**src/common/io_expander_defs.svh**
```systemverilog
/*
 * Constants for the I2C I/O expander: bus codes, reset values, timing.
 * Assumes a 20 MHz system clock that oversamples SCL and SDA.
 */
`ifndef IO_EXPANDER_DEFS_SVH
`define IO_EXPANDER_DEFS_SVH

`define GENCALL_ADDR      7'h00
`define SWRESET_BYTE      8'h06
`define PORT_RESET        8'hff
`define WRITE_BIT         1'b0
`define READ_BIT          1'b1
// Strap codes as sensed (ground, supply, clock line, data line)
`define STRAP_GND         2'h0
`define STRAP_VCC         2'h1
`define STRAP_SCL         2'h2
`define STRAP_SDA         2'h3
// Strap sense window after reset release, in system cycles
`define STRAP_SETTLE      8'h40

`endif

```
**src/common/io_expander_pkg.sv**
```systemverilog
/*
 * Types shared by the I/O expander design files.
 * Assumes the defines header is compiled alongside.
 */
`default_nettype none

package io_expander_pkg;

    // Serial engine states
    typedef enum logic [2:0] {
        IDLE,
        ADDR,
        ADDR_ACK,
        WR_DATA,
        WR_ACK,
        RD_DATA,
        RD_ACK
    } bus_state_t;

    // Both 8-bit port groups moving together
    typedef struct packed {
        logic [7:0] one;
        logic [7:0] zero;
    } port_pair_t;

    // Sensed code of one strap pin
    typedef logic [1:0] strap_t;

endpackage

`default_nettype wire

```
**src/logic/pin_sync.sv**
```systemverilog
/*
 * Two-flop synchroniser for a bundle of asynchronous pins.
 * Assumes inputs are unrelated to clock; stage one feeds stage two only.
 */
`timescale 1ns/1ps
`default_nettype none

module pin_sync #(
    parameter int W = 1
) (
    // Clock and reset
    input  wire logic         clock,
    input  wire logic         rst_n,
    // Pins
    input  wire logic [W-1:0] pinIn,
    output logic      [W-1:0] pinOut
);

    logic [W-1:0] stageOne;

    // Two stage capture
    always_ff @(posedge clock or negedge rst_n)
    begin
        if (!rst_n)
        begin
            stageOne <= '1;
            pinOut   <= '1;
        end
        else
        begin
            stageOne <= pinIn;
            pinOut   <= stageOne;
        end
    end

endmodule

`default_nettype wire

```
**src/logic/i2c_quasi_bidir_io_expander.sv**
```systemverilog
/*
 * I2C slave 16-bit quasi-bidirectional I/O expander with change interrupt.
 * Assumes SCL/SDA/pins are asynchronous and oversampled by a 20 MHz clock;
 * pads resolve open-drain levels from the output enables (low = driving).
 */
// What this block does
// - Slave address built from three four-state straps, 20h to EEh write.
// - Three straps select one of 64 addresses; no pull-ups on straps.
// - General call acknowledged only with write direction bit.
// - After general call, only byte 06h is acknowledged.
// - No further data bytes acknowledged within the reset sequence.
// - STOP after acknowledged 06h resets bus engine, port latches and interrupt, not strap sensing; repeated START does not.
// - Address LSB zero means write, one means read.
// - Unlimited write bytes alternate port 0 then port 1.
// - Written byte reaches port pins only after its acknowledge.
// - Read bytes alternate port 0 then port 1 while master reads.
// - Read bytes show live pin levels, not output latches.
// - STOP ends a read anytime; last acknowledge phase data holds.
// - After power-on all I/Os HIGH with weak source only.
// - Writing HIGH enables strong pull-up until next SCL falling edge.
// - Any port input edge asserts the active-low interrupt.
// - Interrupt clears on return to original data or device access.
// - On write, interrupt released by write strobe edges.
// - On read, interrupt cleared at read strobe rising edge.
// - Changes during clearing may be missed; later changes re-raise it.
// - Power-on reset initialises registers and bus state machine.
`timescale 1ns/1ps
`default_nettype none
`include "io_expander_defs.svh"

module i2c_quasi_bidir_io_expander (
    // Clock and reset
    input  wire logic                        clock,
    input  wire logic                        rst_n,
    // I2C bus
    input  wire logic                        scl,
    input  wire logic                        sdaIn,
    output logic                             sdaOe_n,
    // Address straps
    input  wire io_expander_pkg::strap_t     addr_strap_0,
    input  wire io_expander_pkg::strap_t     addr_strap_1,
    input  wire io_expander_pkg::strap_t     addr_strap_2,
    // Port pins
    input  wire io_expander_pkg::port_pair_t portIn,
    output io_expander_pkg::port_pair_t      portOe_n,
    output io_expander_pkg::port_pair_t      boost_pullup,
    // Interrupt, open drain
    output logic                             intOe_n
);
    import io_expander_pkg::*;

    logic       rstMeta;
    logic       rstSync;
    logic [1:0] busSync;
    port_pair_t pinSync;

    // Reset release through two flops
    always_ff @(posedge clock or negedge rst_n)
    begin
        if (!rst_n)
        begin
            rstMeta <= 1'b0;
            rstSync <= 1'b0;
        end
        else
        begin
            rstMeta <= 1'b1;
            rstSync <= rstMeta;
        end
    end

    // Bus and port synchronisers
    pin_sync #(.W(2)) busSyncer (
        .clock  (clock),
        .rst_n  (rst_n),
        .pinIn  ({scl, sdaIn}),
        .pinOut (busSync)
    );
    pin_sync #(.W(16)) portSyncer (
        .clock  (clock),
        .rst_n  (rst_n),
        .pinIn  (portIn),
        .pinOut (pinSync)
    );

    wire sclNow = busSync[1];
    wire sdaNow = busSync[0];
    logic sclLast;
    logic sdaLast;
    logic swReset;

    // Edge and condition detection
    wire sclRise  = sclNow & ~sclLast;
    wire sclFall  = ~sclNow & sclLast;
    wire startSeen = sclNow & sclLast & sdaLast & ~sdaNow;
    wire stopSeen  = sclNow & sclLast & ~sdaLast & sdaNow;
    wire coreRst_n = rstSync & ~swReset;

    always_ff @(posedge clock or negedge rstSync)
    begin
        if (!rstSync)
        begin
            sclLast <= 1'b1;
            sdaLast <= 1'b1;
        end
        else
        begin
            sclLast <= sclNow;
            sdaLast <= sdaNow;
        end
    end

    // Strap sensing: a strap on SCL/SDA follows that line, so it is
    // classified by watching it against both lines over a settle window.
    strap_t     strapCode [3];
    logic [7:0] settleCount;
    logic [2:0] sawLow;
    logic [2:0] sawHigh;
    logic [2:0] diffScl;
    logic [2:0] diffSda;
    wire  [5:0] strapLevels = {addr_strap_2, addr_strap_1, addr_strap_0};
    wire        sensing     = settleCount != `STRAP_SETTLE;

    always_ff @(posedge clock or negedge rstSync)
    begin
        if (!rstSync)
        begin
            settleCount <= 8'h00;
            sawLow      <= 3'h0;
            sawHigh     <= 3'h0;
            diffScl     <= 3'h0;
            diffSda     <= 3'h0;
        end
        else if (sensing)
        begin
            settleCount <= settleCount + 8'h01;
            for (int i = 0; i < 3; i++)
            begin
                sawLow[i]  <= sawLow[i] | (strapLevels[2*i+:2] == `STRAP_GND);
                sawHigh[i] <= sawHigh[i] | (strapLevels[2*i+:2] == `STRAP_VCC);
                diffScl[i] <= diffScl[i] | (strapLevels[2*i+:2] != `STRAP_SCL);
                diffSda[i] <= diffSda[i] | (strapLevels[2*i+:2] != `STRAP_SDA);
            end
        end
    end

    function automatic strap_t classify(input logic low, input logic high,
                                        input logic nScl, input logic nSda);
        if (!nScl)
            classify = `STRAP_SCL;
        else if (!nSda)
            classify = `STRAP_SDA;
        else if (high && !low)
            classify = `STRAP_VCC;
        else
            classify = `STRAP_GND;
    endfunction

    assign strapCode[0] = classify(sawLow[0], sawHigh[0], diffScl[0], diffSda[0]);
    assign strapCode[1] = classify(sawLow[1], sawHigh[1], diffScl[1], diffSda[1]);
    assign strapCode[2] = classify(sawLow[2], sawHigh[2], diffScl[2], diffSda[2]);

    // Upper address nibble from which straps sit on bus lines
    function automatic logic [3:0] upperNibble(input logic [2:0] lines);
        unique case (lines)
            3'h0: upperNibble = 4'h4;
            3'h1: upperNibble = 4'h5;
            3'h2: upperNibble = 4'h2;
            3'h3: upperNibble = 4'h3;
            3'h4: upperNibble = 4'hc;
            3'h5: upperNibble = 4'he;
            3'h6: upperNibble = 4'ha;
            3'h7: upperNibble = 4'hb;
        endcase
    endfunction

    // Own address: line-strap nibble, then each strap's low code bit
    wire [6:0] ownAddr = {upperNibble({strapCode[2][1], strapCode[1][1], strapCode[0][1]}),
                          strapCode[2][0], strapCode[1][0], strapCode[0][0]};

    // Serial engine
    bus_state_t state;
    bus_state_t next_state;
    logic [7:0] shiftReg;
    logic [3:0] bitCount;
    logic       readMode;
    logic       genCall;
    logic       genByteSeen;
    logic       resetArmed;
    logic       portSel;
    logic       ackBit;
    port_pair_t outLatch;
    port_pair_t lastSeen;

    wire addrMatch = shiftReg[7:1] == ownAddr;
    // General call only with write direction
    wire gcMatch   = shiftReg[7:1] == `GENCALL_ADDR && shiftReg[0] == `WRITE_BIT;
    wire byteDone  = bitCount == 4'h8;
    // Only 06h, and only the first byte, is acknowledged
    wire gcAck     = shiftReg == `SWRESET_BYTE && !genByteSeen;
    // Port for the next read byte; the toggle at RD_ACK lands one edge late
    wire       nextSel  = (state == RD_ACK) ? ~portSel : portSel;
    wire [7:0] readByte = nextSel ? pinSync.one : pinSync.zero;

    // Next state on SCL falls
    always_comb
    begin
        next_state = state;
        unique case (state)
            IDLE:     next_state = IDLE;
            ADDR:     next_state = byteDone ? ((addrMatch || gcMatch) ? ADDR_ACK : IDLE) : ADDR;
            ADDR_ACK: next_state = readMode ? RD_DATA : WR_DATA;
            WR_DATA:  next_state = byteDone ? ((!genCall || gcAck) ? WR_ACK : IDLE) : WR_DATA;
            WR_ACK:   next_state = WR_DATA;
            RD_DATA:  next_state = byteDone ? RD_ACK : RD_DATA;
            RD_ACK:   next_state = ackBit ? IDLE : RD_DATA;
        endcase
    end

    wire ackPhase = state == ADDR_ACK || state == WR_ACK;

    always_ff @(posedge clock or negedge coreRst_n)
    begin
        if (!coreRst_n)
        begin
            state       <= IDLE;
            shiftReg    <= 8'h00;
            bitCount    <= 4'h0;
            readMode    <= 1'b0;
            genCall     <= 1'b0;
            genByteSeen <= 1'b0;
            resetArmed  <= 1'b0;
            portSel     <= 1'b0;
            ackBit      <= 1'b0;
            sdaOe_n     <= 1'b1;
        end
        else if (startSeen)
        begin
            // Repeated START cancels a pending reset
            state      <= ADDR;
            bitCount   <= 4'h0;
            resetArmed <= 1'b0;
            genCall    <= 1'b0;
            sdaOe_n    <= 1'b1;
        end
        else if (stopSeen)
        begin
            state   <= IDLE;
            sdaOe_n <= 1'b1;
        end
        else if (sclRise)
        begin
            if (state == ADDR || state == WR_DATA)
                shiftReg <= {shiftReg[6:0], sdaNow};
            bitCount <= (state == ADDR || state == WR_DATA || state == RD_DATA)
                        ? bitCount + 4'h1 : 4'h0;
            ackBit   <= sdaNow;
        end
        else if (sclFall)
        begin
            state    <= next_state;
            if (byteDone)
                bitCount <= 4'h0;
            if (state == ADDR && byteDone)
            begin
                readMode <= shiftReg[0] == `READ_BIT;
                genCall  <= gcMatch;
                genByteSeen <= 1'b0;
                portSel  <= 1'b0;
            end
            if (state == WR_DATA && byteDone && genCall)
            begin
                genByteSeen <= 1'b1;
                resetArmed  <= gcAck;
            end
            if (state == WR_ACK && !genCall)
                portSel <= ~portSel;
            if (next_state == ADDR_ACK || next_state == WR_ACK)
                sdaOe_n <= 1'b0;
            else if (next_state == RD_DATA)
                // Pins captured at the address or data acknowledge before each read byte
                sdaOe_n <= (state == RD_DATA ? shiftReg[7] : readByte[7]) ? 1'b1 : 1'b0;
            else
                sdaOe_n <= 1'b1;
            if (next_state == RD_DATA)
                shiftReg <= state == RD_DATA ? {shiftReg[6:0], 1'b1} : {readByte[6:0], 1'b1};
            if (state == RD_ACK)
                portSel <= ~portSel;
        end
    end

    // STOP after acknowledged 06h starts software reset
    always_ff @(posedge clock or negedge rstSync)
    begin
        if (!rstSync)
            swReset <= 1'b0;
        else
            swReset <= stopSeen && resetArmed;
    end

    // Strobes: write lands at end of its acknowledge, read at address/data ack
    wire wrStrobe = sclFall && state == WR_ACK && !genCall;
    wire rdStrobe = sclFall && (state == ADDR_ACK || state == RD_ACK) && readMode;

    // Latch written byte once acknowledged, alternate ports
    // Latches reset HIGH so pins start as inputs
    always_ff @(posedge clock or negedge coreRst_n)
    begin
        if (!coreRst_n)
        begin
            outLatch     <= '{one: `PORT_RESET, zero: `PORT_RESET};
            boost_pullup <= '0;
            portOe_n     <= '1;
        end
        else
        begin
            if (wrStrobe && !portSel)
                outLatch.zero <= shiftReg;
            if (wrStrobe && portSel)
                outLatch.one  <= shiftReg;
            // Boost on pins written HIGH, dropped at next SCL fall
            if (wrStrobe && !portSel)
                boost_pullup.zero <= shiftReg;
            else if (wrStrobe && portSel)
                boost_pullup.one  <= shiftReg;
            else if (sclFall)
                boost_pullup <= '0;
            portOe_n <= wrStrobe ? (portSel ? port_pair_t'{one: shiftReg, zero: outLatch.zero}
                                            : port_pair_t'{one: outLatch.one, zero: shiftReg})
                                 : outLatch;
        end
    end

    // Reference captured at each access; any differing bit
    // Access resyncs reference, so interrupt releases
    // Changes after the strobe compare against the new reference
    wire changed = pinSync != lastSeen;

    always_ff @(posedge clock or negedge coreRst_n)
    begin
        if (!coreRst_n)
        begin
            lastSeen <= '{one: `PORT_RESET, zero: `PORT_RESET};
            intOe_n  <= 1'b1;
        end
        else
        begin
            if (wrStrobe || rdStrobe || sensing)
                lastSeen <= pinSync;
            intOe_n <= (wrStrobe || rdStrobe || sensing) ? 1'b1 : ~changed;
        end
    end

endmodule

`default_nettype wire

```
**config.mk**
```make
export PLATFORM = sky130hd
export DESIGN_NAME = i2c_quasi_bidir_io_expander
export DESIGN_NICKNAME = d
export VERILOG_FILES = /design/src/common/io_expander_pkg.sv /design/src/logic/pin_sync.sv /design/src/logic/i2c_quasi_bidir_io_expander.sv
export VERILOG_INCLUDE_DIRS = /design/src /design/src/common
export SDC_FILE = /design/constraint.sdc
export NUM_CORES = 1
export LEC_CHECK = 0
export BUFFER_PORTS_ARGS = -buffer_cell sky130_fd_sc_hd__buf_2
export CAP_MARGIN = 20
export CELL_PAD_IN_SITES_DETAIL_PLACEMENT = 0
export CELL_PAD_IN_SITES_GLOBAL_PLACEMENT = 2
export CORE_MARGIN = 8
export CORE_UTILIZATION = 44
export DETAILED_ROUTE_END_ITERATION = 8
export GPL_ROUTABILITY_DRIVEN = 0
export PLACE_DENSITY_LB_ADDON = 0.1
export SLEW_MARGIN = 15
export SYNTH_ARGS = -nofsm -noshare
export SYNTH_HDL_FRONTEND = slang
export SYNTH_SLANG_ARGS = --single-unit
```
**constraint.sdc**
```tcl
create_clock -name clock -period 12.95 [get_ports clock]
set_clock_uncertainty 0.1 [all_clocks]
set_input_delay 1.9425 -clock clock [delete_from_list [all_inputs] [get_ports clock]]
set_output_delay 1.9425 -clock clock [all_outputs]
set_load 0.02 [all_outputs]
```
==> impl.org <==
** Outcome
- Outcome :: complete, no violations

** Timing
- Fmax achieved :: between 300 and 400 MHz
- Setup repair after global routing left no endpoint under its margin.
- Final hold viol count :: 0
- Fin. max-slew vios :: 0
- Final Critical Period :: 3140 ps
- Setup violations remaining at the end of the flow were counted as 0.
- For the pin with the worst max-slew slack, the measured transition is about 1100 ps.
- Setup TNS Final :: 0 ps
- In this run the tightest slew margin relative to its limit is 0.289.
- In the finished design, the share of the clock period the worst path needs comes to 0.242.

** Pwr
- Of the total power, combinational logic draws 0.192.
- Across the VDD grid, the largest voltage drop is 0.0889 mV.
- For this design the static power due to leakage is 0.00313 uW.
- Of the total power, the share spent switching nets is 0.304.
- The share of total power dissipated in the clock network is 0.326.
- Part of the power in registers :: 0.482
- For this design the ratio of total power to cell area is roughly 200 nW/um2.
- Internal :: slightly below 1000 uW
- In this run the power spent charging and discharging nets is between 400 and 500 uW.

** Drt
- In this run the remaining antenna-violating nets after routing total 0.
- After detailed routing, the number of remaining DRC violations is 0.
- Wires add up to 12700 um.
- The highest metal layer carrying signal wires in the routed design is met4.
- Routed length on met1 :: roughly 5900 um
- Final routed wire length divided by cell count :: 17.1 um
- After detailed routing, the number of vias per cell comes to 5.15.
- After detailed routing, the met3 layer carries 620 um of wire.
- Number of design-rule violations left by the first detailed-router iteration :: around 200
- The pre-antenna-repair detailed-routing pass consisted of 4 iterations.
- Summing over every cut layer, the via total after detailed routing is 3814.
- Summed over all nets, wire length on met2 after detailed routing comes to 5900 um.

** Synth
- Number of synthesized flops with an enable pin :: 0
- Averaged over all synthesized cells, the footprint is 12.9 um2.
- The synthesized design contains 148 register bits.
- Among all flip-flop cells after synthesis, the most frequent one is dfstp_2.
- Yosys warning count :: 0
- Post-Synthesis Cell Area :: approximately 6300 um2
- Post-synth ARST share :: 1.00
- Cells after Synth :: 489
- Post-synthesis sequential area ratio :: 0.607
- The synthesized netlist contains 54 unique library cells.
- Net Count, Synth :: 522

** Layout
- The repair_antennas step left the layout with diodes totalling 0.
- The top cell types in the final layout, fill and taps aside, are dfstp_2, dfrtp_1, buf_2.
- With fillers left out, the area of the finished cells amounts to 7270 um2.
- In the final layout, the share of cells above drive strength 1 is 0.432.
- Relative to the synthesized area, the layout overhead comes to 15.6%.
- At the end of the flow, the number of nets in the layout was 581.
- Measured on the finished design, the core utilization comes to 0.522.
- After filler insertion, the fill cell instance count of the layout stands at 1228.
- Leading cell type in the layout, fill and taps excluded :: dfstp_2

** Critical path
- Required time of the critical path :: 10910 ps
- The worst setup path is of the reg2out kind.
- Data arrives at the worst endpoint at 1100 ps.
- Sum of buffers and inverters on the critical path :: 1
- R2r worst-path depth :: 6
- The endpoint identified for the worst register-to-register timing path is shiftReg[1]$_DFFE_PN0P_.
- Delay of the slowest cell on the worst path :: 530 ps
- FF-to-FF setup slack :: 10230 ps
- Crit-path cells :: buf_2
- Crit path max-delay family :: flip-flops
- Critical path's slowest cell :: dfstp_2
- Critical path launch point type :: register
- The worst register-to-register path begins at state[1]$_DFFE_PN0P_.
- Kind of end point of the critical path :: primary output
- Highest net fanout along the worst path :: 2

** Global route
- Pin count of the biggest net entering global routing :: between 70 and 80
- Total global-route track usage :: 0.147
- Global-route congestion overflow total :: 0
- The number of global-route vias before repair was 3930.
- The first global-routing pass estimated 21000 um of wire.
- The number of antenna violations at the first check in global routing was 0.

** Placed design
- Detailed placement HPWL :: 8550 um
- Cell area after placement :: 6700 um2
- Port Buf Inserts :: 59

** Clocking
- After clock tree synthesis, the flow added hold-fix buffers numbering 0.
- Worst-skew pair later-pin latency :: ~410 ps
- Post CTS Setup Buffer Count :: 0
- In this run the deepest clock path goes through 2 buffers.
- Buffers inserted during clock tree synthesis total 17.
- CTS placed an instance of clkbuf_16 at the clock tree root.
- CTS tree :: built
- The H-tree was split into 4 levels.
- The clock net in this run drives a total of roughly 150 sinks.
- Number of gates resized after CTS :: 0
- After clock tree synthesis, the clock-pin slew on the worst setup and hold paths is ~60 ps.

** Die
- Initial Util :: 0.451
- Height of the chip :: 136 um
- Row generation in the floorplan step produced 43 rows.
- Die Footprint :: around 18000 um2
- Pin placement for this block handled 60 I/O pins.
- The region available for standard cell placement spans 13900 um2.
- The die is between 100 and 150 um wide.

** Worst hold path
- In this run the worst hold path is classified as reg2async.

** Run
- Number of violations of the max-capacitance limit :: 0
## cells by family after synthesis
kind of cell,Yosys count,synth area share
multiplexers,69,0.121
other,1,0.000596
XOR/XNOR,32,0.0446
buffers and inverters,41,0.0326
AO/OA/AOI/OAI,82,0.0959
AND/OR/NAND/NOR,109,0.0850
adder cells (fa/ha/maj),7,0.0139
flip-flops,148,0.607
## flip-flops by register name (all words and copies together), names as in the netlist, 4 cells and up
| signal | count |
|---|---|
| settleCount | 8 |
| boost_pullup | 16 |
| lastSeen | 16 |
| bitCount | 4 |
| shiftReg | 8 |
| portSyncer.stageOne | 16 |
| portSyncer.pinOut | 16 |
| outLatch | 16 |
| portOe_n | 16 |
## layer usage
| layer | up-vias | GRT usage |
|---|---|---|
| li1 | 1819 | - |
| met1 | 1890 | 0.196 |
| met2 | 87 | 0.224 |
| met3 | 18 | 0.0371 |
| met4 | 0 | 0.0623 |
| met5 | - | 0 |
## synthesized netlist by cell type (5+ instances only)
cell type / n / area share
a21o_1: 11 / 0.013
a21oi_1: 18 / 0.014
a22o_1: 17 / 0.024
buf_2: 13 / 0.010
dfrtp_1: 60 / 0.24
dfstp_2: 88 / 0.37
ha_1: 7 / 0.014
inv_1: 19 / 0.011
mux2_2: 55 / 0.099
mux2i_1: 14 / 0.022
nand2_1: 25 / 0.015
nand2b_1: 11 / 0.011
nand3_1: 6 / 0.0048
nor2_1: 34 / 0.020
nor3_1: 9 / 0.0072
o21ai_0: 7 / 0.0056
o31ai_1: 5 / 0.0060
xnor2_1: 23 / 0.032
xor2_1: 9 / 0.013
## worst max path at each step
| stage | start | slack (ps) | endpoint | cells after the start |
|---|---|---|---|---|
| global placement | sdaOe_n$_DFFE_PN1P_ | 10250 | sdaOe_n | 1 |
| CTS | sdaOe_n$_DFFE_PN1P_ | 9780 | sdaOe_n | 1 |
| detailed placement | rst_n | 10210 | rstMeta$_DFF_PN0_ | 1 |
| global route | sdaOe_n$_DFFE_PN1P_ | 9770 | sdaOe_n | 1 |
| finish | sdaOe_n$_DFFE_PN1P_ | 9810 | sdaOe_n | 1 |
| floorplan | rstSync$_DFF_PN0_ | 6750 | ackBit$_DFFE_PN0P_ | 1 |
## layout make-up
| class | instances | area (um2) | area share |
|---|---|---|---|
| Clock inverter | 8 | 63.8 | 0.00878 |
| Multi-Input combinational cell | 300 | 2280 | 0.313 |
| Clock buffer | 23 | 500 | 0.0689 |
| Sequential cell | 148 | 3810 | 0.525 |
| Timing Repair Buffer | 62 | 318 | 0.0437 |
| Tap cell | 180 | 225 | 0.0310 |
| Inverter | 19 | 71.3 | 0.00981 |
## power groups by stage
stage | combinational (uW) | clock (uW) | sequential (uW)
after global placement | 274 | 0 | 689
after detailed placement | 275 | 0 | 696
final | 273 | 463 | 686
after global routing | 302 | 499 | 701
after floorplan | 211 | 0 | 669
after CTS | 278 | 475 | 689
## metrics by stage
stage	hold WS [ps]	setup slack [ps]	power, uW	cells
2_1_floorplan	198	6750	880	489
4_1_cts	132	9780	1440	740
5_1_grt	161	9770	1500	740
3_5_place_dp	128	10210	971	709
3_3_place_gp	127	10250	964	709
6_report	119	9810	1420	740
(Power assumes the default switching activity.)
